<file path="config.mk">
export PLATFORM = sky130hd
export DESIGN_NAME = dcb_regs
export DESIGN_NICKNAME = d
export VERILOG_FILES = /design/src/dcb_pkg.sv /design/src/dcb_aux_gate.sv /design/src/dcb_regs.sv
export VERILOG_INCLUDE_DIRS = /design/src
export SDC_FILE = /design/constraint.sdc
export NUM_CORES = 1
export LEC_CHECK = 0
export ABC_CLOCK_PERIOD_IN_PS = 2700
export BUFFER_PORTS_ARGS = -buffer_cell sky130_fd_sc_hd__buf_2
export CAP_MARGIN = 10
export CORE_ASPECT_RATIO = 2
export CORE_MARGIN = 2
export CORE_UTILIZATION = 53
export DETAILED_ROUTE_END_ITERATION = 7
export GPL_ROUTABILITY_DRIVEN = 0
export HOLD_SLACK_MARGIN = 0.08
export PLACE_DENSITY = 0.85
export SYNTH_ARGS = -nofsm -noshare
export SYNTH_HDL_FRONTEND = slang
export SYNTH_SLANG_ARGS = --single-unit
</file>
<file path="constraint.sdc">
create_clock -name pclk -period 2.7 [get_ports pclk]
set_input_delay 0.27 -clock pclk [delete_from_list [all_inputs] [get_ports pclk]]
set_output_delay 0.27 -clock pclk [all_outputs]
set_load 0.03 [all_outputs]
</file>
<file path="src/dcb_consts.svh">
// Register indices, field positions, reset values and mode codes for the
// diagnostic current and balance switch register bank.
// Assumes it is included by its bare name from the package; the modules do not include it.
`ifndef DCB_CONSTS_SVH
`define DCB_CONSTS_SVH

// Register indices; byte address is four times the index
`define DCB_IDX_CELL_TEST   8'h6C
`define DCB_IDX_AUX_TEST    8'h6D
`define DCB_IDX_DIAG_GEN    8'h6E
`define DCB_IDX_BAL_SW      8'h6F
`define DCB_IDX_CUR_CFG     8'h80
`define DCB_IDX_PIN_FUNC    8'h81

// Field positions
`define DCB_CELL_EN_MSB     14
`define DCB_AUX_EN_MSB      5
`define DCB_DIAG_SEL_MSB    15
`define DCB_DIAG_SEL_LSB    13
`define DCB_RESTART_BIT     15
`define DCB_BALSW_MSB       13
`define DCB_LEVEL_MSB       3
`define DCB_DIR_BIT         4
`define DCB_GPIO_MSB        5
`define DCB_I2C_BIT         6

// Reset values
`define DCB_RST_CELL_TEST   15'h0000
`define DCB_RST_AUX_TEST    6'h00
`define DCB_RST_DIAG_SEL    3'h0
`define DCB_RST_BALSW       14'h0000
`define DCB_RST_LEVEL       4'h0
`define DCB_RST_PIN_FUNC    7'h00

// Balancing mode codes
`define DCB_CB_MODE_OFF     3'h0
`define DCB_CB_MODE_AUTO1   3'h1
`define DCB_CB_MODE_MANUAL  3'h3

`endif

</file>
<file path="src/dcb_pkg.sv">
// Types shared by the diagnostic current and balance switch register bank.
// Assumes dcb_consts.svh is on the include path.
package dcb_pkg;
  `include "dcb_consts.svh"

  // Auxiliary diagnostic mode codes
  typedef enum logic [2:0] {
    DCB_AUX_NORMAL0   = 3'b000,
    DCB_AUX_NORMAL1   = 3'b001,
    DCB_AUX_DISCHARGE = 3'b010,
    DCB_AUX_THERMISTOR_BIAS_OUTPUT_GND  = 3'b011,
    DCB_AUX_RSV4      = 3'b100,
    DCB_AUX_RSV5      = 3'b101,
    DCB_AUX_RSV6      = 3'b110,
    DCB_AUX_RSV7      = 3'b111
  } dcb_aux_mode_type;

  // Drive toward the six auxiliary input ports
  typedef struct packed {
    logic [5:0] current_en;  // Effective test current enables
    logic [5:0] discharge;   // Accelerated discharge applied
    logic [5:0] thermistor_bias_output_gnd;    // Thermistor bias tied to ground
  } dcb_aux_drive_type;

  // Shared test current setting
  typedef struct packed {
    logic [3:0] level;       // Test current level
    logic       direction;   // Test current direction
  } dcb_current_cfg_type;
endpackage

</file>
<file path="src/dcb_aux_gate.sv">
// Auxiliary port gating: masks test current enables and diagnostic modes
// for ports that are not in analog input function.
// Assumes inputs come from registers on the same clock.
`timescale 1ns/1ps
module dcb_aux_gate
  import dcb_pkg::*;
(
  input  wire logic              pclk,
  input  wire logic              presetn,
  input  wire logic [5:0]        aux_en_stored,
  input  wire logic [5:0]        aux_pin_gpio_select,
  input  wire logic              digital_i2c_pin_select,
  input  wire dcb_aux_mode_type  mode,
  output dcb_aux_drive_type      drive
);
  logic [5:0]        i2c_mask;     // Ports taken by the I2C function
  logic [5:0]        analog_port;  // Ports in analog input function
  dcb_aux_drive_type drive_next;   // Next output value

  // I2C function claims ports one and zero only
  assign i2c_mask = {4'h0, {2{digital_i2c_pin_select}}}; // RULE5
  assign analog_port = ~aux_pin_gpio_select & ~i2c_mask; // RULE4
  // Stored enables still read back; only the drive is masked
  assign drive_next.current_en = aux_en_stored & analog_port; // RULE3
  // Diagnostic modes touch analog ports only
  assign drive_next.discharge =
    (mode == DCB_AUX_DISCHARGE) ? analog_port : 6'h00; // RULE7
  assign drive_next.thermistor_bias_output_gnd =
    (mode == DCB_AUX_THERMISTOR_BIAS_OUTPUT_GND) ? analog_port : 6'h00; // RULE6

  // Output register
  always_ff @(posedge pclk or negedge presetn) begin
    if (!presetn) begin
      drive <= '0;
    end else begin
      drive <= drive_next;
    end
  end
endmodule

</file>
<file path="src/dcb_regs.sv">
// Diagnostic current source and balance switch register bank, APB slave.
// Assumes balancing mode and timer expiry come from same-clock logic.
//
// Summary of operation
// RULE1 - Fifteen cell test current enable bits
// RULE2 - Current level comes from separate config
// RULE3 - Six aux enables, shared level and direction
// RULE4 - GPIO ports ignore aux enable, readback kept
// RULE5 - I2C select masks aux enables one, zero
// RULE6 - Three-bit aux diag mode decode
// RULE7 - Aux diag mode affects analog ports only
// RULE8 - Software pairs cell open with aux 010/011
// RULE9 - Switch writes dropped in modes 001, 1xx
// RULE10 - Restart one resets balance timer
// RULE11 - Restart is strobe, reads zero
// RULE12 - Restart acts in manual mode only
// RULE13 - Restart ignored after timer expiry
// RULE14 - Fourteen balance switch enable bits
// RULE15 - Software enables pull-downs for open check
// RULE16 - Unused bits read zero, ignore writes
`timescale 1ns/1ps
module dcb_regs
  import dcb_pkg::*;
#(
  parameter int PADDR_W = 12
)(
  input  wire logic               pclk,
  input  wire logic               presetn,
  input  wire logic               psel,
  input  wire logic               penable,
  input  wire logic               pwrite,
  input  wire logic [PADDR_W-1:0] paddr,
  input  wire logic [31:0]        pwdata,
  input  wire logic [3:0]         pstrb,
  output logic [31:0]             prdata,
  output logic                    pready,
  output logic                    pslverr,
  input  wire logic [2:0]         balancing_mode,
  input  wire logic               balance_timer_expired,
  output logic [14:0]             cell_test_current_enable,
  output dcb_current_cfg_type     test_current_cfg,
  output dcb_aux_drive_type       aux_drive,
  output dcb_aux_mode_type        aux_diag_mode_select,
  output logic [13:0]             balance_switch_enable,
  output logic                    balance_timer_restart
);
  // Index match with aligned word check
  function automatic logic dcb_hit(input logic [PADDR_W-1:0] addr,
                                   input logic [7:0]         idx);
    dcb_hit = (addr[PADDR_W-1:2] == {{(PADDR_W-10){1'b0}}, idx}) &&
              (addr[1:0] == 2'b00);
  endfunction

  // Stored register fields
  logic [14:0]      cell_en_reg;       // Cell test current enables
  logic [5:0]       aux_en_reg;        // Aux enables as written
  dcb_aux_mode_type diag_sel_reg;      // Aux diagnostic mode
  logic [13:0]      balsw_reg;         // Balance switch enables
  logic [3:0]       level_reg;         // Test current level
  logic             dir_reg;           // Test current direction
  logic [5:0]       gpio_sel_reg;      // Aux ports in GPIO function
  logic             i2c_sel_reg;       // Ports one, zero in I2C function
  logic             restart_reg;       // Timer restart pulse
  logic [31:0]      prdata_reg;        // Captured read data
  logic             pslverr_reg;       // Captured error answer

  // Next values
  logic [14:0]      cell_en_next;
  logic [5:0]       aux_en_next;
  dcb_aux_mode_type diag_sel_next;
  logic [13:0]      balsw_next;
  logic [3:0]       level_next;
  logic             dir_next;
  logic [5:0]       gpio_sel_next;
  logic             i2c_sel_next;
  logic             restart_next;
  logic [31:0]      prdata_next;
  logic             pslverr_next;

  // Address decode
  logic hit_cell;      // Cell test current register
  logic hit_aux;       // Aux test current register
  logic hit_diag;      // General diagnostic register
  logic hit_balsw;     // Balance switch register
  logic hit_cur;       // Test current level register
  logic hit_pin;       // Aux pin function register
  logic hit_any;       // Any mapped register

  // Bus phases
  logic setup_phase;   // First cycle of a transfer
  logic wr_access;     // Write completes this edge
  logic lo_en;         // Low byte lane written
  logic hi_en;         // High byte lane written

  // Balancing qualifiers
  logic balsw_blocked; // Automated balancing holds the switches
  logic manual_mode;   // Manual balancing selected
  logic restart_ok;    // Restart write honoured

  // Read view of each register
  logic [31:0] rd_cell;
  logic [31:0] rd_aux;
  logic [31:0] rd_diag;
  logic [31:0] rd_balsw;
  logic [31:0] rd_cur;
  logic [31:0] rd_pin;

  // Decode of the six register words
  assign hit_cell  = dcb_hit(paddr, `DCB_IDX_CELL_TEST);
  assign hit_aux   = dcb_hit(paddr, `DCB_IDX_AUX_TEST);
  assign hit_diag  = dcb_hit(paddr, `DCB_IDX_DIAG_GEN);
  assign hit_balsw = dcb_hit(paddr, `DCB_IDX_BAL_SW);
  assign hit_cur   = dcb_hit(paddr, `DCB_IDX_CUR_CFG);
  assign hit_pin   = dcb_hit(paddr, `DCB_IDX_PIN_FUNC);
  assign hit_any   = hit_cell | hit_aux | hit_diag | hit_balsw |
                     hit_cur | hit_pin;

  // Transfer phases; the slave never inserts wait states
  assign setup_phase = psel & ~penable;
  assign wr_access   = psel & penable & pwrite & hit_any;
  assign lo_en       = pstrb[0];
  assign hi_en       = pstrb[1];

  // Automated modes 001 and 1xx lock the switch register
  assign balsw_blocked = (balancing_mode == `DCB_CB_MODE_AUTO1) |
                         balancing_mode[2]; // RULE9
  assign manual_mode   = (balancing_mode == `DCB_CB_MODE_MANUAL); // RULE12
  // Restart only in manual mode and before the timer has run out
  assign restart_ok    = wr_access & hit_balsw & ~balsw_blocked & hi_en &
                         pwdata[`DCB_RESTART_BIT] & manual_mode &
                         ~balance_timer_expired; // RULE13

  // Read views; unused bits are zero
  assign rd_cell  = {16'h0000, 1'b0, cell_en_reg}; // RULE16
  assign rd_aux   = {26'h0, aux_en_reg}; // RULE4
  assign rd_diag  = {16'h0000, diag_sel_reg, 13'h0000}; // RULE16
  // Restart bit always reads zero
  assign rd_balsw = {16'h0000, 2'b00, balsw_reg}; // RULE11
  assign rd_cur   = {27'h0, dir_reg, level_reg};
  assign rd_pin   = {25'h0, i2c_sel_reg, gpio_sel_reg};

  // Read mux, captured in the setup cycle
  assign prdata_next =
    ~setup_phase ? prdata_reg :
    pwrite       ? 32'h00000000 :
    hit_cell     ? rd_cell :
    hit_aux      ? rd_aux :
    hit_diag     ? rd_diag :
    hit_balsw    ? rd_balsw :
    hit_cur      ? rd_cur :
    hit_pin      ? rd_pin : 32'h00000000;
  // Unmapped addresses answer with an error
  assign pslverr_next = setup_phase ? ~hit_any : pslverr_reg;

  // Cell test current enables, bits 14:8 in high lane
  assign cell_en_next[7:0] = (wr_access & hit_cell & lo_en) ?
                             pwdata[7:0] : cell_en_reg[7:0]; // RULE1
  assign cell_en_next[14:8] =
    (wr_access & hit_cell & hi_en) ?
    pwdata[`DCB_CELL_EN_MSB:8] : cell_en_reg[14:8]; // RULE1

  // Aux enables stored as written, whatever the pin function
  assign aux_en_next = (wr_access & hit_aux & lo_en) ?
                       pwdata[`DCB_AUX_EN_MSB:0] : aux_en_reg; // RULE3

  // Aux diagnostic mode field
  assign diag_sel_next =
    (wr_access & hit_diag & hi_en) ?
    dcb_aux_mode_type'(pwdata[`DCB_DIAG_SEL_MSB:`DCB_DIAG_SEL_LSB]) :
    diag_sel_reg; // RULE6

  // Balance switch enables, dropped while automated balancing runs
  assign balsw_next[7:0] =
    (wr_access & hit_balsw & lo_en & ~balsw_blocked) ?
    pwdata[7:0] : balsw_reg[7:0]; // RULE9
  assign balsw_next[13:8] =
    (wr_access & hit_balsw & hi_en & ~balsw_blocked) ?
    pwdata[`DCB_BALSW_MSB:8] : balsw_reg[13:8]; // RULE14

  // Shared test current level and direction
  assign level_next = (wr_access & hit_cur & lo_en) ?
                      pwdata[`DCB_LEVEL_MSB:0] : level_reg; // RULE2
  assign dir_next   = (wr_access & hit_cur & lo_en) ?
                      pwdata[`DCB_DIR_BIT] : dir_reg; // RULE3

  // Aux pin function selects
  assign gpio_sel_next = (wr_access & hit_pin & lo_en) ?
                         pwdata[`DCB_GPIO_MSB:0] : gpio_sel_reg;
  assign i2c_sel_next  = (wr_access & hit_pin & lo_en) ?
                         pwdata[`DCB_I2C_BIT] : i2c_sel_reg;

  // One-cycle restart strobe, never stored
  assign restart_next = restart_ok; // RULE10

  // Configuration fields
  always_ff @(posedge pclk or negedge presetn) begin
    if (!presetn) begin
      cell_en_reg  <= `DCB_RST_CELL_TEST;
      aux_en_reg   <= `DCB_RST_AUX_TEST;
      diag_sel_reg <= DCB_AUX_NORMAL0;
      level_reg    <= `DCB_RST_LEVEL;
      dir_reg      <= 1'b0;
    end else begin
      cell_en_reg  <= cell_en_next;
      aux_en_reg   <= aux_en_next;
      diag_sel_reg <= diag_sel_next;
      level_reg    <= level_next;
      dir_reg      <= dir_next;
    end
  end

  // Pin function and balancing fields
  always_ff @(posedge pclk or negedge presetn) begin
    if (!presetn) begin
      gpio_sel_reg <= 6'h00;
      i2c_sel_reg  <= 1'b0;
      balsw_reg    <= `DCB_RST_BALSW;
      restart_reg  <= 1'b0;
    end else begin
      gpio_sel_reg <= gpio_sel_next;
      i2c_sel_reg  <= i2c_sel_next;
      balsw_reg    <= balsw_next;
      restart_reg  <= restart_next; // RULE11
    end
  end

  // Bus answer registers
  always_ff @(posedge pclk or negedge presetn) begin
    if (!presetn) begin
      prdata_reg  <= 32'h00000000;
      pslverr_reg <= 1'b0;
    end else begin
      prdata_reg  <= prdata_next;
      pslverr_reg <= pslverr_next;
    end
  end

  // Port masking and mode decode for the aux inputs
  dcb_aux_gate u_aux_gate (
    .pclk                   (pclk),
    .presetn                (presetn),
    .aux_en_stored          (aux_en_reg),
    .aux_pin_gpio_select    (gpio_sel_reg),
    .digital_i2c_pin_select (i2c_sel_reg),
    .mode                   (diag_sel_reg),
    .drive                  (aux_drive)
  );

  // Outputs
  assign prdata                       = prdata_reg;
  assign pready                       = 1'b1;
  assign pslverr                      = pslverr_reg & psel & penable;
  assign cell_test_current_enable     = cell_en_reg;
  assign test_current_cfg.level       = level_reg;
  assign test_current_cfg.direction   = dir_reg;
  assign aux_diag_mode_select         = diag_sel_reg;
  assign balance_switch_enable        = balsw_reg;
  assign balance_timer_restart        = restart_reg;
endmodule

</file>
## Yosys cells after proc, flatten, opt, wreduce, memory -nomap -nowiden

Cells that the tools add are included.

- Register bits: 102
- Logic and storage cells: 83
- Bits of input ports: 57

- Eq/ne operators: 10
- Bitwise logic cells: 41
- Muxes and demuxes: 9
- Reduce and logical (&&, ||, !) cells: 7

Operators with widths:

| kind | number |
|---|---|
| 16-bit 2-to-1 mux | 4 |
| 10-bit by 7-bit == test with 1-bit output (second input constant) | 4 |
| 1-bit bitwise AND | 27 |
| 10-bit by 8-bit == test with 1-bit output (second input constant) | 2 |
| 14-bit 2-to-1 mux | 1 |
| 7-bit 2-to-1 mux | 2 |
| 6-bit bitwise AND | 2 |
| 6-bit 2-to-1 mux | 2 |
| 3-bit by 2-bit == test with 1-bit output (second input constant) | 3 |
| 1-bit logical AND | 6 |
| 2-bit NOT with 6-bit output | 1 |
| 6-bit NOT | 1 |
| 1-bit bitwise OR | 6 |
| 1-bit NOT | 4 |
| 3-bit by 1-bit == test with 1-bit output (second input constant) | 1 |
| 2-bit logical NOT | 1 |

## Logic depth before layout (Yosys ltp)

- Depth after elaboration: 14
- Gate-level depth with buffers: 6

## By module

A second synthesis with hierarchy kept.

- Cell total of the unflattened synthesis: 328
- Area, all modules: 3997.6 µm²

By module, submodules not included:

| module | area each (µm²) | cells an instance | times used | sequential area each (µm²) |
|---|---|---|---|---|
| dcb_regs | 3420.8 | 289 | 1 | 1701.6 |
| dcb_aux_gate | 576.8 | 39 | 1 | 450.4 |

## Worst setup path before layout

No wires, ideal clock.

- Path kind: input port to flip-flop
- From: input paddr[6]
- To: register cell_en_reg[0] (netlist: cell_test_current_enable[0])
- Arrival: 1.697 ns
- Setup slack: 0.878 ns
- Required time: 2.575 ns
- Cell stages on the path: 4
- Cells stage by stage: nor4_4 > nand4b_4 > nor4_4 > mux2_2

- Longest elaborated chain between the ends: 10

Ends and longest elaborated chain:

| item | line | RTL |
|---|---|---|
| start, declared | dcb_regs.sv:32 | `input wire logic [PADDR_W-1:0] paddr,` |
| 10-bit by 7-bit == test with 1-bit output | dcb_regs.sv:50 | `dcb_hit = (addr[PADDR_W-1:2] == {{(PADDR_W-10){1'b0}}, idx}) &&` |
| 1-bit logical AND | dcb_regs.sv:50 |  |
| 1-bit bitwise OR (4 in series) | dcb_regs.sv:115 | `assign hit_any = hit_cell \| hit_aux \| hit_diag \| hit_balsw \|` |
| 1-bit bitwise OR | dcb_regs.sv:116 | `hit_cur \| hit_pin;` |
| 1-bit bitwise AND | dcb_regs.sv:120 | `assign wr_access = psel & penable & pwrite & hit_any;` |
| 1-bit bitwise AND (*) (2 in series) | dcb_regs.sv:156 | `assign cell_en_next[7:0] = (wr_access & hit_cell & lo_en) ?` |
| end signal, assigned | dcb_regs.sv:198 | `` cell_en_reg <= `DCB_RST_CELL_TEST; `` |
| end signal, assigned | dcb_regs.sv:204 | `cell_en_reg <= cell_en_next;` |
| end, declared | dcb_regs.sv:55 | `logic [14:0] cell_en_reg;` |

Mark *: on every way between the ends. The rest lies on a longest branch, timed or not.
A chain may end at the register's enable or synchronous reset.

## Worst setup path after layout

- From: input paddr[3]
- To: register balsw_reg[13] (netlist: balance_switch_enable[13])

- Longest elaborated chain between the ends: 11

Ends and longest elaborated chain:

| item | line | RTL |
|---|---|---|
| 10-bit by 7-bit == test with 1-bit output | dcb_regs.sv:50 |  |
| 1-bit logical AND | dcb_regs.sv:50 |  |
| 1-bit bitwise OR (4 in series) | dcb_regs.sv:115 |  |
| 1-bit bitwise OR | dcb_regs.sv:116 |  |
| 1-bit bitwise AND | dcb_regs.sv:120 |  |
| 1-bit bitwise AND (*) (3 in series) | dcb_regs.sv:177 | `(wr_access & hit_balsw & hi_en & ~balsw_blocked) ?` |
| end signal, assigned | dcb_regs.sv:217 | `` balsw_reg <= `DCB_RST_BALSW; `` |
| end signal, assigned | dcb_regs.sv:222 | `balsw_reg <= balsw_next;` |
| end, declared | dcb_regs.sv:58 | `logic [13:0] balsw_reg;` |

Marks and branches as above.

==> results.rst <==
.. list-table::
   :header-rows: 1

   * - Metric
     - Value
   * - Unrepaired setup endpoints after global routing
     - false
   * - Global-route wire length before repair
     - 15200 um
   * - Kind of start point of the critical path
     - input pin
   * - Maximum VDD drop
     - 0.467 mV
   * - Total congestion overflow after global routing
     - 0
   * - Clk Latency, worst-skew pair
     - 0.35 ns
   * - Relative contribution of the clock network to total power
     - 0.472
   * - Number of enable flip-flop cells after synthesis
     - 0
   * - Floorplan die area
     - 0.00821 mm2
   * - Upper clock frequency limit
     - 543 MHz
   * - R2R Path End
     - prdata[0]
   * - GRT Util Overall
     - 0.250
   * - Element type at the critical path end
     - flop
   * - Synth Cell Area
     - 0.00396 mm2
   * - Residual antenna-violating net count after detailed routing
     - 0
   * - Total net switching power
     - 600 uW
   * - Mean routed wirelength per cell
     - 18.3 um
   * - Via density per instance
     - 5.59
   * - Cell area power density
     - 563 mW/mm2
   * - Worst-path clk slew
     - 0.06 ns
   * - TritonCTS buffer count
     - 9
   * - Largest net degree at the start of global routing
     - 87
   * - Switching share of power
     - 0.219
   * - Total wire length
     - 9540 um
   * - Crit path to
     - balance_switch_enable[13]
   * - Vert. Die Dim
     - 126 um
   * - Antenna Cells
     - 0
   * - Fill cell instance count of the final layout
     - 589
   * - Quantity of I/O buffers inserted on ports
     - 111
   * - Total power consumption of the routed design
     - 2.74 mW
   * - Max Cap Violations
     - 0
   * - H-tree depth
     - 3
   * - Cell count of the worst reg-to-reg path
     - 4
   * - Max reg flops
     - 18
   * - Post-route clock skew
     - 0.00613 ns
   * - Clk sinks
     - 86
   * - Vias in the first global route
     - 2976
   * - Via count
     - 2919
   * - Main flop type after synthesis
     - sky130_fd_sc_hd__dfrtp_1
   * - Leakage
     - 2.64 nW
   * - Setup repair bufs after CTS
     - 0
   * - Synthesis-to-layout area growth
     - 23.2%
   * - Internal power of the cells
     - 2.14 mW
   * - Final hold viol count
     - 0
   * - Sum Neg Setup Slack
     - 0 ns
   * - Distinct cell type count of the synthesized netlist
     - 46
   * - CP Launch Point
     - paddr[3]
   * - Number of placed I/O pins
     - 147
   * - Final layout net count
     - 482
   * - Initial drt markers
     - 127
   * - Run status
     - complete, no violations
   * - Critical-path maximum fanout
     - 13
   * - Post-Syn Instances
     - 312
   * - CTS Buffer Depth
     - 2
   * - Launch instance of the worst register-to-register path
     - gpio_sel_reg[0]
   * - #FFs+latches synth
     - 86
   * - Count of final setup violators
     - 0
   * - Fraction of final layout cells with drive strength greater than 1
     - 0.467
   * - TritonCTS clock tree
     - done
   * - Length of the first detailed-routing pass in iterations
     - 4
   * - Multi-input gate area
     - 0.00166 mm2
   * - Final cycle utilization of the critical path
     - 0.682
   * - Crit Path Class
     - in -> reg
   * - DP HPWL
     - 6980 um
   * - Synth warn
     - 0
   * - Max-Slew Margin vs Limit
     - 0.305
   * - Number of remaining DRC errors
     - 0
   * - Logic gate share of total power
     - 0.056
   * - Worst-Margin Slew
     - 1.04 ns
   * - Min cycle time layout
     - 1.84 ns
   * - Starting utilization of the core area
     - 0.544
   * - Antenna violations before repair
     - 0
   * - Count of pins over their slew limit
     - 0
   * - Share of synthesized area occupied by flip-flops and latches
     - 0.544
   * - FP Rows
     - 44
   * - Worst endpoint data arrival time
     - 2.07 ns
   * - Share of synthesized registers carrying an async set or reset
     - 1.00
   * - Die W
     - 65.1 um
   * - Register area
     - 0.00215 mm2
   * - Mean instance size in the synthesized netlist
     - 12.7 um2
   * - Sequential Power Share
     - 0.471
   * - Clock root buffer
     - sky130_fd_sc_hd__clkbuf_16
   * - Data required, critical path
     - 2.93 ns
   * - Core outline area
     - 0.00727 mm2
   * - Worst min-delay path category
     - in -> async
   * - Reg-to-reg setup timing slack
     - 1.18 ns
-- kinds of logic after synthesis --
group	Yosys count	share of synthesized area
AND/OR/NAND/NOR	97	0.164
AO/OA/AOI/OAI	36	0.0756
flip-flops	86	0.544
buffers and inverters	33	0.0500
other	2	0.00190
multiplexers	58	0.164
-- power groups by stage --
stage               clock network, mW  logic (mW)  registers [mW]
CTS                              1.31       0.155            1.29
detailed placement                  0       0.153            1.32
finish                           1.30       0.154            1.29
global route                     1.36       0.169            1.29
floorplan                           0      0.0904            1.32
global placement                    0       0.149            1.32
-- through the flow --
stage	util	hold WS [ns]	worst slack [ns]	cell area, um2	cells
5_1_grt	0.671	0.172	0.770	4870	522
6_report	0.671	0.104	0.858	4870	522
2_1_floorplan	-	-0.0256	0.878	4010	327
3_3_place_gp	0.625	0.433	0.555	4540	505
3_5_place_dp	0.625	0.433	0.541	4540	505
4_1_cts	0.671	0.159	0.898	4870	522
-- metal layers --
| layer | share of wire | vias to the layer above | track usage |
|---|---|---|---|
| met1 | 0.36 | 1437 | 0.280 |
| met4 | 0.038 | 0 | 0.164 |
| met3 | 0.064 | 25 | 0.0500 |
| met5 | 0 | - | 0 |
| li1 | - | 1329 | - |
| met2 | 0.53 | 128 | 0.421 |
-- how the worst min path moves through the flow --
stage	startpoint	end	depth (start not counted)
3_3_place_gp	balance_timer_expired	balance_timer_restart	2
3_5_place_dp	balance_timer_expired	balance_timer_restart	2
6_report	presetn	dir_reg	1
2_1_floorplan	presetn	aux_diag_mode_select[0]	0
4_1_cts	presetn	cell_test_current_enable[4]	1
5_1_grt	pwdata[8]	cell_test_current_enable[8]	2
-- cells in the final DEF (no fill, tap or decap), types with 5 or more instances in the layout --
master	n
sky130_fd_sc_hd__buf_2	110
sky130_fd_sc_hd__dfrtp_1	86
sky130_fd_sc_hd__mux2_2	55
sky130_fd_sc_hd__nand2_1	20
sky130_fd_sc_hd__conb_1	17
sky130_fd_sc_hd__a221o_1	13
sky130_fd_sc_hd__nor2_1	12
sky130_fd_sc_hd__nand2b_1	9
sky130_fd_sc_hd__clkbuf_16	9
sky130_fd_sc_hd__buf_4	8
sky130_fd_sc_hd__nand3_1	7
sky130_fd_sc_hd__and2_1	7
sky130_fd_sc_hd__nor3_1	6
sky130_fd_sc_hd__a21oi_1	6
sky130_fd_sc_hd__nor2b_1	5
sky130_fd_sc_hd__a21boi_0	5
sky130_fd_sc_hd__a222oi_1	5
-- timing repair --
action,in CTS,in global routing
hold buffers,1,0
endpoints found under the hold margin,1,0
gates resized for setup,0,0
-- worst max-delay path, cell delays in order --
cell and delay (ns):
sky130_fd_sc_hd__buf_2 0.29, sky130_fd_sc_hd__nand2_1 0.15, sky130_fd_sc_hd__nor3_1 0.41, sky130_fd_sc_hd__nor4b_4 0.54
sky130_fd_sc_hd__mux2_2 0.39
-- final cells by class --
cell class,count,area share
well taps,92,0.0236
flip-flops and latches,86,0.441
multi-input cells,208,0.341
clock buffers,13,0.0575
inverters,1,0.000770
repair buffers,119,0.127
clock inverters,3,0.00821
-- cells in the mapped netlist, types with 2 or more instances --
cell type                  instances  area, um2
sky130_fd_sc_hd__a21boi_0          5       37.5
sky130_fd_sc_hd__a21oi_1           6       30.0
sky130_fd_sc_hd__a221o_1          13        130
sky130_fd_sc_hd__a222oi_1          5       50.1
sky130_fd_sc_hd__and2_1            7       43.8
sky130_fd_sc_hd__and3_1            2       12.5
sky130_fd_sc_hd__and4_1            2       17.5
sky130_fd_sc_hd__buf_2             5       25.0
sky130_fd_sc_hd__buf_4            18        135
sky130_fd_sc_hd__clkbuf_1          9       33.8
sky130_fd_sc_hd__conb_1            2       7.51
sky130_fd_sc_hd__dfrtp_1          86       2150
sky130_fd_sc_hd__mux2_2           55        619
sky130_fd_sc_hd__mux2i_1           2       20.0
sky130_fd_sc_hd__nand2_1          20       75.1
sky130_fd_sc_hd__nand2b_1          9       56.3
sky130_fd_sc_hd__nand3_1           7       35.0
sky130_fd_sc_hd__nand3b_1          2       15.0
sky130_fd_sc_hd__nand4_1           2       12.5
sky130_fd_sc_hd__nor2_1           12       45.0
sky130_fd_sc_hd__nor2b_1           5       31.3
sky130_fd_sc_hd__nor3_1            6       30.0
sky130_fd_sc_hd__nor3_2            2       20.0
sky130_fd_sc_hd__nor3b_1           3       22.5
sky130_fd_sc_hd__nor4_1            2       12.5
sky130_fd_sc_hd__nor4_4            3       63.8
sky130_fd_sc_hd__nor4b_2           2       30.0
sky130_fd_sc_hd__o41ai_1           2       17.5
(Power assumes the default switching activity.)
